$ cat src/acq_pkg.sv
// Shared constants, field layout and types of the converter readout block
package acq_pkg;
  // Clock and sizes
  localparam int CLK_MHZ    = 50;
  localparam int ADDR_W     = 8;
  localparam int WORD_MAX   = 16;
  localparam int SERIAL_WORD_LENGTH_W     = 4;
  localparam int CTRL_W     = 3;
  localparam int FIFO_DEPTH = 32;
  localparam int LEVEL_W    = 6;

  // Register byte offsets
  localparam logic [7:0] OFS_RX_CONFIG_ONE = 8'h00;
  localparam logic [7:0] OFS_RX_CONFIG_TWO = 8'h04;
  localparam logic [7:0] OFS_CONV_CTRL     = 8'h08;
  localparam logic [7:0] OFS_CONV_PERIOD   = 8'h0c;
  localparam logic [7:0] OFS_STATUS        = 8'h10;
  localparam logic [7:0] OFS_DATA          = 8'h14;

  // rx_config_one fields
  localparam int B_PORT_ENABLE    = 0;
  localparam int B_INT_CLK        = 1;
  localparam int B_FILL_LO        = 2;
  localparam int B_LSB_FIRST      = 4;
  localparam int B_INT_FS         = 9;
  localparam int B_FRAME_PER_WORD = 10;
  localparam int B_FRAME_LOW      = 12;
  localparam int B_SAMPLE_EDGE    = 14;
  // rx_config_two fields
  localparam int B_SERIAL_WORD_LENGTH_LO        = 0;
  localparam int B_SEC_ENABLE     = 8;
  // conv_ctrl fields
  localparam int B_CONV_ENABLE    = 0;
  localparam int B_TRIG_EXT       = 1;
  localparam int B_CTRL_LO        = 4;
  // status fields
  localparam int B_OVERFLOW       = 0;
  localparam int B_CFG_BAD        = 1;
  localparam int B_CONV_BUSY      = 2;
  localparam int B_LEVEL_LO       = 8;

  // Writable bits and reset values
  localparam logic [31:0] MSK_RX_CONFIG_ONE = 32'h0000_561f;
  localparam logic [31:0] MSK_RX_CONFIG_TWO = 32'h0000_010f;
  localparam logic [31:0] MSK_CONV_CTRL     = 32'h0000_0073;
  localparam logic [31:0] RST_RX_CONFIG_ONE = 32'h0000_0000;
  localparam logic [31:0] RST_RX_CONFIG_TWO = 32'h0000_0000;
  localparam logic [31:0] RST_CONV_CTRL     = 32'h0000_0000;
  localparam logic [31:0] RST_CONV_PERIOD   = 32'h0000_0064;

  // Conversion start low time
  localparam int CS_LOW_NS  = 40;
  localparam int CS_LOW_CYC = (CS_LOW_NS * CLK_MHZ + 999) / 1000;

  typedef struct packed {
    logic [15:0] b;
    logic [15:0] a;
  } acq_pair_t;

  typedef struct packed {
    logic              enable;
    logic              int_clk;
    logic [1:0]        fill;
    logic              lsb_first;
    logic              int_fs;
    logic              frame_per_word;
    logic              frame_low;
    logic              sample_edge;
    logic [SERIAL_WORD_LENGTH_W-1:0] serial_word_length;
    logic              sec_enable;
  } acq_rx_cfg_t;

  typedef enum logic [1:0] {
    ACQ_RX_IDLE  = 2'b00,
    ACQ_RX_SHIFT = 2'b01
  } acq_rx_state_t;

  typedef enum logic [1:0] {
    ACQ_CC_IDLE = 2'b00,
    ACQ_CC_LOW  = 2'b01
  } acq_cc_state_t;
endpackage : acq_pkg

$ cat src/acq_top.sv
// Converter readout: register port, serial receiver, FIFO and start scheduling
`timescale 1ns/1ps

module acq_top (
  input  wire logic                       mclk_i,
  input  wire logic                       rst_b_i,
  input  wire logic [acq_pkg::ADDR_W-1:0] reg_addr_i,
  input  wire logic [31:0]                reg_wdata_i,
  input  wire logic                       reg_wr_i,
  input  wire logic                       reg_rd_i,
  output logic [31:0]                     reg_rdata_o,
  input  wire logic                       rx_serial_clock_i,
  input  wire logic                       rx_frame_sync_i,
  input  wire logic                       converter_output_a_i,
  input  wire logic                       converter_output_b_i,
  input  wire logic                       ext_trigger_i,
  output logic                            conv_start_b_o,
  output logic [acq_pkg::CTRL_W-1:0]      conv_ctrl_o
);
  localparam int NSYNC = 5;

  // Synchroniser bit positions
  localparam int S_SCLK = 0;
  localparam int S_FS   = 1;
  localparam int S_DA   = 2;
  localparam int S_DB   = 3;
  localparam int S_TRIG = 4;

  // Word length code of the converter power-down burst and its last bit index
  localparam logic [3:0] SERIAL_WORD_LENGTH_BURST = 4'h9;
  localparam logic [3:0] BURST_LAST = 4'h7;

  // Last bit index of a word: code 1001 is the 8-bit burst, every other code is length minus one.
  // Trade-off: a 10-bit word cannot be set, its code is taken by the burst.
  function automatic logic [3:0] acq_last_bit(input logic [acq_pkg::SERIAL_WORD_LENGTH_W-1:0] serial_word_length);
    logic [3:0] last;
    last = (serial_word_length == SERIAL_WORD_LENGTH_BURST) ? BURST_LAST : serial_word_length;
    return last;
  endfunction : acq_last_bit

  // Finish a word: align to the low bits and fill the upper ones
  function automatic logic [15:0] acq_finish(
    input logic [15:0]               sh,
    input logic [acq_pkg::SERIAL_WORD_LENGTH_W-1:0] serial_word_length,
    input logic                      lsb_first,
    input logic [1:0]                fill
  );
    logic [15:0] mask;
    logic [15:0] word;
    logic [3:0]  msb;
    msb  = acq_last_bit(serial_word_length);
    mask = 16'hffff >> (4'hf - msb);
    if (lsb_first) begin
      word = sh >> (4'hf - msb);
    end else begin
      word = sh;
    end
    word = word & mask;
    if (fill[0] && word[msb]) begin
      word = word | ~mask;
    end
    return word;
  endfunction : acq_finish

  // ----- Register storage -----
  logic [31:0]         cfg1_ff;
  logic [31:0]         cfg2_ff;
  logic [31:0]         cctl_ff;
  logic [31:0]         period_ff;
  logic                ovf_ff;
  logic [31:0]         rdata_ff;

  // ----- Synchronisers -----
  logic [NSYNC-1:0]    s1_ff;
  logic [NSYNC-1:0]    s2_ff;
  logic                sclk_prev_ff;
  logic                trig_prev_ff;

  // ----- Receiver -----
  acq_pkg::acq_rx_state_t rx_state_ff;
  logic [3:0]          bitcnt_ff;
  logic [15:0]         sh_a_ff;
  logic [15:0]         sh_b_ff;
  logic                frame_prev_ff;
  logic                push_ff;
  acq_pkg::acq_pair_t  pair_ff;

  // ----- FIFO and control unit wires -----
  logic                fifo_in_ready;
  logic                fifo_out_valid;
  acq_pkg::acq_pair_t  fifo_out_data;
  logic [acq_pkg::LEVEL_W-1:0] fifo_level;
  logic                conv_busy;

  // Decoded configuration
  acq_pkg::acq_rx_cfg_t cfg;
  assign cfg.enable         = cfg1_ff[acq_pkg::B_PORT_ENABLE];
  assign cfg.int_clk        = cfg1_ff[acq_pkg::B_INT_CLK];
  assign cfg.fill           = cfg1_ff[acq_pkg::B_FILL_LO +: 2];
  assign cfg.lsb_first      = cfg1_ff[acq_pkg::B_LSB_FIRST];
  assign cfg.int_fs         = cfg1_ff[acq_pkg::B_INT_FS];
  assign cfg.frame_per_word = cfg1_ff[acq_pkg::B_FRAME_PER_WORD];
  assign cfg.frame_low      = cfg1_ff[acq_pkg::B_FRAME_LOW];
  assign cfg.sample_edge    = cfg1_ff[acq_pkg::B_SAMPLE_EDGE];
  assign cfg.serial_word_length           = cfg2_ff[acq_pkg::B_SERIAL_WORD_LENGTH_LO +: acq_pkg::SERIAL_WORD_LENGTH_W];
  assign cfg.sec_enable     = cfg2_ff[acq_pkg::B_SEC_ENABLE];

  // Register access decode
  wire hit_cfg1   = (reg_addr_i == acq_pkg::OFS_RX_CONFIG_ONE);
  wire hit_cfg2   = (reg_addr_i == acq_pkg::OFS_RX_CONFIG_TWO);
  wire hit_cctl   = (reg_addr_i == acq_pkg::OFS_CONV_CTRL);
  wire hit_period = (reg_addr_i == acq_pkg::OFS_CONV_PERIOD);
  wire hit_status = (reg_addr_i == acq_pkg::OFS_STATUS);
  wire hit_data   = (reg_addr_i == acq_pkg::OFS_DATA);
  wire wr_cfg1    = reg_wr_i & hit_cfg1;
  wire wr_cfg2    = reg_wr_i & hit_cfg2;
  wire wr_cctl    = reg_wr_i & hit_cctl;
  wire wr_period  = reg_wr_i & hit_period;
  wire ovf_clear  = reg_wr_i & hit_status & reg_wdata_i[acq_pkg::B_OVERFLOW];
  // Reading the data word pops one pair
  wire data_pop   = reg_rd_i & hit_data & fifo_out_valid;

  // Only the external clock and frame sync are supported
  wire rx_run     = cfg.enable & ~cfg.int_clk & ~cfg.int_fs;
  wire cfg_bad    = cfg.enable & (cfg.int_clk | cfg.int_fs);

  // Status word
  wire [31:0] status_word = {
    {(32 - acq_pkg::B_LEVEL_LO - acq_pkg::LEVEL_W){1'b0}},
    fifo_level,
    {(acq_pkg::B_LEVEL_LO - 3){1'b0}},
    conv_busy,
    cfg_bad,
    ovf_ff
  };

  // Read multiplexer; unmapped addresses read as zero
  wire [31:0] rd_mux =
    hit_cfg1   ? cfg1_ff :
    hit_cfg2   ? cfg2_ff :
    hit_cctl   ? cctl_ff :
    hit_period ? period_ff :
    hit_status ? status_word :
    hit_data   ? (fifo_out_valid ? fifo_out_data : 32'h0000_0000) :
    32'h0000_0000;

  // Edge and level terms from the synchronised pins
  wire sclk_s     = s2_ff[S_SCLK];
  wire sclk_rise  = sclk_s & ~sclk_prev_ff;
  wire sclk_fall  = ~sclk_s & sclk_prev_ff;
  wire rx_edge    = cfg.sample_edge ? sclk_rise : sclk_fall;
  wire frame_act  = cfg.frame_low ? ~s2_ff[S_FS] : s2_ff[S_FS];
  // A word begins from idle only on a fresh frame assertion
  wire frame_new  = frame_act & ~frame_prev_ff;
  wire ext_event  = s2_ff[S_TRIG] & ~trig_prev_ff;

  // Shift terms, both channels on the same edge
  wire bit_a      = s2_ff[S_DA];
  wire bit_b      = s2_ff[S_DB] & cfg.sec_enable;
  wire [15:0] nxt_sh_a = cfg.lsb_first ? {bit_a, sh_a_ff[15:1]} : {sh_a_ff[14:0], bit_a};
  wire [15:0] nxt_sh_b = cfg.lsb_first ? {bit_b, sh_b_ff[15:1]} : {sh_b_ff[14:0], bit_b};
  // Length is code plus one (1111 is 16, 1101 is 14), but 1001 is the 8-bit burst
  wire [3:0] last_bit = acq_last_bit(cfg.serial_word_length);
  wire word_done  = rx_edge & (bitcnt_ff == last_bit);
  // Only a word that was really framed is handed on; idle edges leave the pair alone
  wire take_pair  = rx_run & (rx_state_ff == acq_pkg::ACQ_RX_SHIFT) & word_done;

  // Finished words of both channels
  wire [15:0] word_a = acq_finish(nxt_sh_a, cfg.serial_word_length, cfg.lsb_first, cfg.fill);
  wire [15:0] word_b = acq_finish(nxt_sh_b, cfg.serial_word_length, cfg.lsb_first, cfg.fill);

  // A push into a full FIFO loses the pair
  wire ovf_set    = push_ff & ~fifo_in_ready;

  // Configuration registers, reserved bits held at zero
  always_ff @(posedge mclk_i or negedge rst_b_i) begin
    if (!rst_b_i) begin
      cfg1_ff   <= acq_pkg::RST_RX_CONFIG_ONE;
      cfg2_ff   <= acq_pkg::RST_RX_CONFIG_TWO;
      cctl_ff   <= acq_pkg::RST_CONV_CTRL;
      period_ff <= acq_pkg::RST_CONV_PERIOD;
    end else begin
      if (wr_cfg1) cfg1_ff <= reg_wdata_i & acq_pkg::MSK_RX_CONFIG_ONE;
      if (wr_cfg2) cfg2_ff <= reg_wdata_i & acq_pkg::MSK_RX_CONFIG_TWO;
      if (wr_cctl) cctl_ff <= reg_wdata_i & acq_pkg::MSK_CONV_CTRL;
      if (wr_period) period_ff <= reg_wdata_i;
    end
  end

  // Sticky overflow; a new loss wins over the clear
  always_ff @(posedge mclk_i or negedge rst_b_i) begin
    if (!rst_b_i) ovf_ff <= 1'b0;
    else if (ovf_set) ovf_ff <= 1'b1;
    else if (ovf_clear) ovf_ff <= 1'b0;
  end

  // Read data stands in the cycle after the strobe only
  always_ff @(posedge mclk_i or negedge rst_b_i) begin
    if (!rst_b_i) rdata_ff <= 32'h0000_0000;
    else if (reg_rd_i) rdata_ff <= rd_mux;
    else rdata_ff <= 32'h0000_0000;
  end

  assign reg_rdata_o = rdata_ff;

  // Two-stage synchronisers for every pin input
  always_ff @(posedge mclk_i or negedge rst_b_i) begin
    if (!rst_b_i) begin
      s1_ff <= '0;
      s2_ff <= '0;
    end else begin
      s1_ff <= {ext_trigger_i, converter_output_b_i, converter_output_a_i,
                rx_frame_sync_i, rx_serial_clock_i};
      s2_ff <= s1_ff;
    end
  end

  // Previous levels for edge detection, taken from the second stage
  always_ff @(posedge mclk_i or negedge rst_b_i) begin
    if (!rst_b_i) begin
      sclk_prev_ff <= 1'b0;
      trig_prev_ff <= 1'b0;
    end else begin
      sclk_prev_ff <= sclk_s;
      trig_prev_ff <= s2_ff[S_TRIG];
    end
  end

  // Frame level as seen at the previous sample edge
  always_ff @(posedge mclk_i or negedge rst_b_i) begin
    if (!rst_b_i) frame_prev_ff <= 1'b0;
    else if (!rx_run) frame_prev_ff <= 1'b0;
    else if (rx_edge) frame_prev_ff <= frame_act;
  end

  // Receive word sequencer; the serial link cannot be stalled
  always_ff @(posedge mclk_i or negedge rst_b_i) begin
    if (!rst_b_i) begin
      rx_state_ff <= acq_pkg::ACQ_RX_IDLE;
      bitcnt_ff   <= 4'h0;
      sh_a_ff     <= 16'h0000;
      sh_b_ff     <= 16'h0000;
    end else if (!rx_run) begin
      rx_state_ff <= acq_pkg::ACQ_RX_IDLE;
      bitcnt_ff   <= 4'h0;
    end else begin
      case (rx_state_ff)
        acq_pkg::ACQ_RX_IDLE: begin
          if (rx_edge && frame_new) begin
            // First bit arrives on the next sample edge
            rx_state_ff <= acq_pkg::ACQ_RX_SHIFT;
            bitcnt_ff   <= 4'h0;
            sh_a_ff     <= 16'h0000;
            sh_b_ff     <= 16'h0000;
          end
        end
        acq_pkg::ACQ_RX_SHIFT: begin
          if (rx_edge) begin
            sh_a_ff <= nxt_sh_a;
            sh_b_ff <= nxt_sh_b;
            if (word_done) begin
              bitcnt_ff <= 4'h0;
              // Without frame per word the next word follows at once
              if (cfg.frame_per_word) begin
                rx_state_ff <= acq_pkg::ACQ_RX_IDLE;
              end else begin
                sh_a_ff <= 16'h0000;
                sh_b_ff <= 16'h0000;
              end
            end else begin
              bitcnt_ff <= bitcnt_ff + 4'h1;
            end
          end
        end
        default: begin
          rx_state_ff <= acq_pkg::ACQ_RX_IDLE;
        end
      endcase
    end
  end

  // Pair hand-off, one-cycle push toward the FIFO
  always_ff @(posedge mclk_i or negedge rst_b_i) begin
    if (!rst_b_i) begin
      push_ff <= 1'b0;
      pair_ff <= '0;
    end else begin
      push_ff <= take_pair;
      if (take_pair) begin
        pair_ff.a <= word_a;
        pair_ff.b <= cfg.sec_enable ? word_b : 16'h0000;
      end
    end
  end

  // Sample pairs wait here for software
  acq_fifo #(
    .W ($bits(acq_pkg::acq_pair_t)),
    .D (acq_pkg::FIFO_DEPTH)
  ) u_fifo (
    .mclk_i      (mclk_i),
    .rst_b_i     (rst_b_i),
    .in_valid_i  (push_ff),
    .in_ready_o  (fifo_in_ready),
    .in_data_i   (pair_ff),
    .out_valid_o (fifo_out_valid),
    .out_ready_i (data_pop),
    .out_data_o  (fifo_out_data),
    .level_o     (fifo_level)
  );

  // Start scheduling only; results never pass through it
  acq_ccu #(
    .HOLD (acq_pkg::CS_LOW_CYC)
  ) u_ccu (
    .mclk_i         (mclk_i),
    .rst_b_i        (rst_b_i),
    .enable_i       (cctl_ff[acq_pkg::B_CONV_ENABLE]),
    .trig_ext_i     (cctl_ff[acq_pkg::B_TRIG_EXT]),
    .ext_event_i    (ext_event),
    .period_i       (period_ff),
    .ctrl_i         (cctl_ff[acq_pkg::B_CTRL_LO +: acq_pkg::CTRL_W]),
    .room_i         (fifo_in_ready),
    .conv_start_b_o (conv_start_b_o),
    .conv_ctrl_o    (conv_ctrl_o),
    .busy_o         (conv_busy)
  );
endmodule : acq_top

$ cat src/acq_fifo.sv
// Sample pair FIFO with registered head word
`timescale 1ns/1ps
module acq_fifo #(
  parameter int W = 32,
  parameter int D = 32
) (
  input  wire logic         mclk_i,
  input  wire logic         rst_b_i,
  input  wire logic         in_valid_i,
  output logic              in_ready_o,
  input  wire logic [W-1:0] in_data_i,
  output logic              out_valid_o,
  input  wire logic         out_ready_i,
  output logic [W-1:0]      out_data_o,
  output logic [$clog2(D):0] level_o
);
  localparam int AW = $clog2(D);

  if (D < 2 || (1 << AW) != D) begin : g_bad_depth
    $error("acq_fifo depth must be a power of two, at least 2");
  end

  logic [W-1:0]  mem_ff [D];
  logic [AW-1:0] wr_ff;
  logic [AW-1:0] rd_ff;
  logic [AW:0]   cnt_ff;
  logic          head_ff;
  logic [W-1:0]  head_data_ff;

  // Handshake decode
  wire do_wr   = in_valid_i & in_ready_o;
  wire head_go = ~head_ff | out_ready_i;
  wire do_rd   = head_go & (cnt_ff != '0);

  assign in_ready_o  = (cnt_ff != D[AW:0]);
  assign out_valid_o = head_ff;
  assign out_data_o  = head_data_ff;
  assign level_o     = cnt_ff + {{AW{1'b0}}, head_ff};

  // Storage, no reset needed on the array
  always_ff @(posedge mclk_i) begin
    if (do_wr) mem_ff[wr_ff] <= in_data_i;
  end

  // Pointers, count and head register
  always_ff @(posedge mclk_i or negedge rst_b_i) begin
    if (!rst_b_i) begin
      wr_ff        <= '0;
      rd_ff        <= '0;
      cnt_ff       <= '0;
      head_ff      <= 1'b0;
      head_data_ff <= '0;
    end else begin
      if (do_wr) wr_ff <= wr_ff + 1'b1;
      if (do_rd) rd_ff <= rd_ff + 1'b1;
      cnt_ff <= cnt_ff + {{AW{1'b0}}, do_wr} - {{AW{1'b0}}, do_rd};
      if (head_go) head_ff <= do_rd;
      if (do_rd) head_data_ff <= mem_ff[rd_ff];
    end
  end
endmodule : acq_fifo

$ cat src/acq_ccu.sv
// Conversion control unit: schedules conversion starts
`timescale 1ns/1ps
module acq_ccu #(
  parameter int HOLD = acq_pkg::CS_LOW_CYC
) (
  input  wire logic                      mclk_i,
  input  wire logic                      rst_b_i,
  input  wire logic                      enable_i,
  input  wire logic                      trig_ext_i,
  input  wire logic                      ext_event_i,
  input  wire logic [31:0]               period_i,
  input  wire logic [acq_pkg::CTRL_W-1:0] ctrl_i,
  input  wire logic                      room_i,
  output logic                           conv_start_b_o,
  output logic [acq_pkg::CTRL_W-1:0]     conv_ctrl_o,
  output logic                           busy_o
);
  if (HOLD < 1 || HOLD > 255) begin : g_bad_hold
    $error("acq_ccu hold must be 1 to 255 cycles");
  end

  acq_pkg::acq_cc_state_t state_ff;
  logic [31:0] tmr_ff;
  logic [7:0]  hold_ff;
  logic        start_b_ff;
  logic [acq_pkg::CTRL_W-1:0] ctrl_ff;

  // Internal event from the period timer, external from the pin
  wire tick  = enable_i & ((tmr_ff + 32'h1) >= period_i);
  wire event_sel = trig_ext_i ? ext_event_i : tick;
  // No start while the FIFO is full: no room for the result
  wire fire  = enable_i & event_sel & room_i & (state_ff == acq_pkg::ACQ_CC_IDLE);
  wire [7:0] hold_last = 8'(HOLD - 1);

  assign conv_start_b_o = start_b_ff;
  assign conv_ctrl_o    = ctrl_ff;
  assign busy_o         = (state_ff != acq_pkg::ACQ_CC_IDLE);

  // Period timer
  always_ff @(posedge mclk_i or negedge rst_b_i) begin
    if (!rst_b_i) tmr_ff <= '0;
    else if (!enable_i || tick) tmr_ff <= '0;
    else tmr_ff <= tmr_ff + 32'h1;
  end

  // Start pulse sequencer and control lines
  always_ff @(posedge mclk_i or negedge rst_b_i) begin
    if (!rst_b_i) begin
      state_ff   <= acq_pkg::ACQ_CC_IDLE;
      hold_ff    <= '0;
      start_b_ff <= 1'b1;
      ctrl_ff    <= '0;
    end else begin
      ctrl_ff <= ctrl_i;
      case (state_ff)
        acq_pkg::ACQ_CC_IDLE: begin
          if (fire) begin
            state_ff   <= acq_pkg::ACQ_CC_LOW;
            hold_ff    <= '0;
            start_b_ff <= 1'b0;
          end
        end
        acq_pkg::ACQ_CC_LOW: begin
          if (hold_ff == hold_last) begin
            state_ff   <= acq_pkg::ACQ_CC_IDLE;
            start_b_ff <= 1'b1;
          end else begin
            hold_ff <= hold_ff + 8'h1;
          end
        end
        default: begin
          state_ff   <= acq_pkg::ACQ_CC_IDLE;
          start_b_ff <= 1'b1;
        end
      endcase
    end
  end
endmodule : acq_ccu

$ cat config.mk
export PLATFORM = sky130hd
export DESIGN_NAME = acq_top
export DESIGN_NICKNAME = d
export VERILOG_FILES = /design/src/acq_pkg.sv /design/src/acq_top.sv /design/src/acq_fifo.sv /design/src/acq_ccu.sv
export SDC_FILE = /design/constraint.sdc
export NUM_CORES = 2
export LEC_CHECK = 0
export ABC_AREA = 1
export BUFFER_PORTS_ARGS = -buffer_cell sky130_fd_sc_hd__buf_2
export CORE_UTILIZATION = 31
export CTS_CLUSTER_SIZE = 24
export DETAILED_ROUTE_END_ITERATION = 10
export PLACE_DENSITY = 0.5
export SLEW_MARGIN = 20
export SYNTH_ARGS = -nofsm -noshare
export SYNTH_HDL_FRONTEND = slang
export SYNTH_HIERARCHICAL = 1
export SYNTH_SLANG_ARGS = --single-unit
$ cat constraint.sdc
create_clock -name mclk_i -period 4.1 [get_ports mclk_i]
set_clock_uncertainty 0.15 [all_clocks]
set_input_delay 0.205 -clock mclk_i [delete_from_list [all_inputs] [get_ports mclk_i]]
set_output_delay 0.205 -clock mclk_i [all_outputs]
set_load 0.02 [all_outputs]
==> flow_summary.yaml <==
routing:
  post_drt_wl_per_cell_um: 22.2
  vias: 40900
  ant_nets: 0
  drc: 0
  drtIter0Drc: 3918
  finalWirelength_um: 180000
  drtPass1Iterations: 6
  via_per_inst: 5.03
layout:
  drive_gt1_share_pct: 11.1
  nets: 5735
  final_cell_area_um2: 65800
  seq_area_um2: 37300
  multiInputGateArea_um2: 17000
  stdcell_count: 8114
  fill_cells: 18000
  synthToLayoutAreaGrowth_pct: 16.2
die:
  ios: 85
  core-area_um2: 181000
  die_area_um2: 184000
  initial_core_util_pct: 31.3
  die_x_um: 429
  row_count: 156
  die_h_um: 429
critical_path:
  startpoint_type: "input port"
  worstSetupPathType: "in -> reg"
  cp.required_ns: 4.60
  crit_arrival_ns: 4.10
  r2r_slack_ns: 0.61
  end_kind: "flop"
  path_max_fanout: 18
sta:
  fin_crit_sh_pct: 87.9
  fin_ws_ns: 0.498
  max_freq_ghz: 0.278
  worstMarginPinSlew_ns: 1.12
  drv_slew: 0
  slew_headroom_pct: 25.6
  period_needed_ns: 3.60
  rsz0062_at_grt: "no"
  hold_violations: 0
  setup_violations: 0
  finalSetupTns_ns: 0
logic_synthesis:
  synth_seq_area_share_pct: 65.8
  avgSynthCellArea_um2: 10.4
  synth_top_area_share_pct: 54.3
  syn_area_um2: 56600
  ys_top_cells_by_area: "edfxtp_1 (54%), nand2_1 (13%), dfrtp_1 (11%)"
  ys_warn_count: 6
  synth-seq-cells: 1285
  synth.distinct_cells: 62
  synth_most_common_cell: "nand2_1"
  synth.net_count: 5567
  synth_edf_count: 1024
  netlist_instances: 5462
  ys.flop_type: "edfxtp_1"
  async_flop_share_pct: 20.3
  synth_commonest_cells: "nand2_1 (1973), edfxtp_1 (1024), nand3_1 (910)"
  yosysTopAreaCell: "edfxtp_1"
clock_tree:
  h-tree-depth: 4
  post_cts_buffers: 0
  clockRootBuffer: "clkbuf_16"
  tritoncts: "done"
  hold_buffers: 66
  clk_pin_slew_ns: 0.05
  cts_buffers: 145
  clk_path_buf_depth: 3
  cts.repair.resized: 0
  clock_latency_ns: 0.78
  numClockSinks: 1285
flow_run:
  cap_violations: 0
power:
  peakVddDrop_mv: 0.432
  p_leak_nw: 27.4
  pwr_density_cell_nw_per_um2: 540
global_route:
  grt_util_all_layers_pct: 19.3
  grt_pass1_vias: 39200
  grt_max_degree: 151
  grt_pass1_wl_um: 265000
  antenna_found_initial: 2
  grt_remaining_overflow: 0
min_path:
  hold_path_class: "in -> reg"
placement:
  dp_slack_ns: 0.615
  gp_congestion: 0.854
  dp.cells: 7787
  hpwl_um: 106000
  placed_area_um2: 60500
  io_buffers: 84
outcome:
  status: "finished, final reports clean"
## logic make-up after synthesis
| logic type | after synthesis | share of synthesized area, % |
|---|---|---|
| AO/OA/AOI/OAI | 329 | 3.28 |
| XOR/XNOR | 42 | 0.663 |
| adder cells (fa/ha/maj) | 56 | 1.25 |
| buffers and inverters | 550 | 4.58 |
| flip-flops | 1285 | 65.8 |
| multiplexers | 20 | 0.398 |
| AND/OR/NAND/NOR | 3180 | 24.0 |
## registers in the layout, indices dropped and copies added (netlist names), 6 cells and up
register,flops
cfg1_ff,9
period_ff,32
sh_b_ff,16
u_fifo/cnt_ff,6
reg_rdata_o,32
pair_ff,32
u_ccu/hold_ff,8
sh_a_ff,16
u_fifo/out_data_o,32
u_ccu/tmr_ff,32
u_fifo/mem_ff,1024
## through the flow
stage | hold slack [ns] | util, % | total power [W]
floorplan | -0.241 | - | 0.0200
global placement | 0.165 | 33.4 | 0.0230
finish | 0.0645 | 36.3 | 0.0355
global route | 0.0491 | 36.3 | 0.0370
detailed placement | 0.166 | 33.4 | 0.0229
CTS | 0.00310 | 36.3 | 0.0358
## where the power goes
group / switching (W) / leakage, nW / internal, W
clock: 0.00532 / 2.26 / 0.00747
combinational: 0.00601 / 9.91 / 0.00209
sequential: 0.000408 / 15.2 / 0.0142
total: 0.0117 / 27.4 / 0.0238
## final timing paths
kind	startpoint	end	cells past startpoint
min	reg_wdata_i[13]	period_ff[13]	3
min in group asynchronous	rst_b_i	u_ccu/conv_start_b_o	3
max	reg_addr_i[0]	reg_rdata_o[12]	16
min reg2reg	s1_ff[2]	s2_ff[2]	0
max in group asynchronous	rst_b_i	u_fifo/rd_ff[3]	4
max reg2reg	u_ccu/tmr_ff[0]	u_ccu/hold_ff[0]	25
## routing by layer
layer / vias to the layer above / global-route usage [%] / routed length [um]
li1: 18900 / - / -
met1: 20400 / 27.8 / 83200
met2: 1293 / 30.3 / 82600
met3: 228 / 2.46 / 10200
met4: 0 / 5.48 / 4380
met5: - / 0 / 0
## area by class of cell
type                            instances  share of cell area [%]
Sequential cell                      1285                    56.7
Inverter                              264                    1.56
Clock buffer                          194                    6.01
Multi-Input combinational cell       3627                    25.9
Tap cell                             2370                    4.51
Antenna cell                            3                  0.0114
Clock inverter                         64                    1.03
Timing Repair Buffer                  307                    4.31
## critical path, stage by stage
cell and delay (ns):
dlygate4sd3_1 0.54, buf_2 0.12, nor2_1 0.07, dlygate4sd3_1 0.58, inv_1 0.09, nor2_1 0.14
dlygate4sd3_1 0.57, nand2_1 0.07, nor2_1 0.11, dlygate4sd3_1 0.57, buf_4 0.19, nor3b_2 0.09
buf_4 0.21, a221o_1 0.35, o21ai_0 0.10, a21oi_1 0.08
## cell usage in the layout (no fill, tap or decap), drive strengths merged, types with 2 or more instances in the layout
master	synthesis	layout
ha	55	55
a21o	4	4
o21ai	104	104
a32o	4	4
diode	0	3
bufinv	0	11
dlygate4sd3	0	65
a31oi	5	5
o22ai	10	10
nor3b	2	2
xnor2	3	3
clkbuf	69	194
nand2	1991	1991
nor3	17	17
dfstp	4	4
o21a	2	2
a41oi	5	5
and2	4	4
mux2	20	20
xor2	39	39
nor2	184	184
nand3	923	923
edfxtp	1024	1024
a21oi	180	180
a211oi	3	3
o211ai	4	4
a221o	3	3
nor4	5	5
inv	261	264
nand4	27	27
or2	19	19
dfrtp	257	257
clkinv	3	52
buf	217	242
a221oi	2	2
nand3b	7	7
Power figures use the tool's default switching activity.
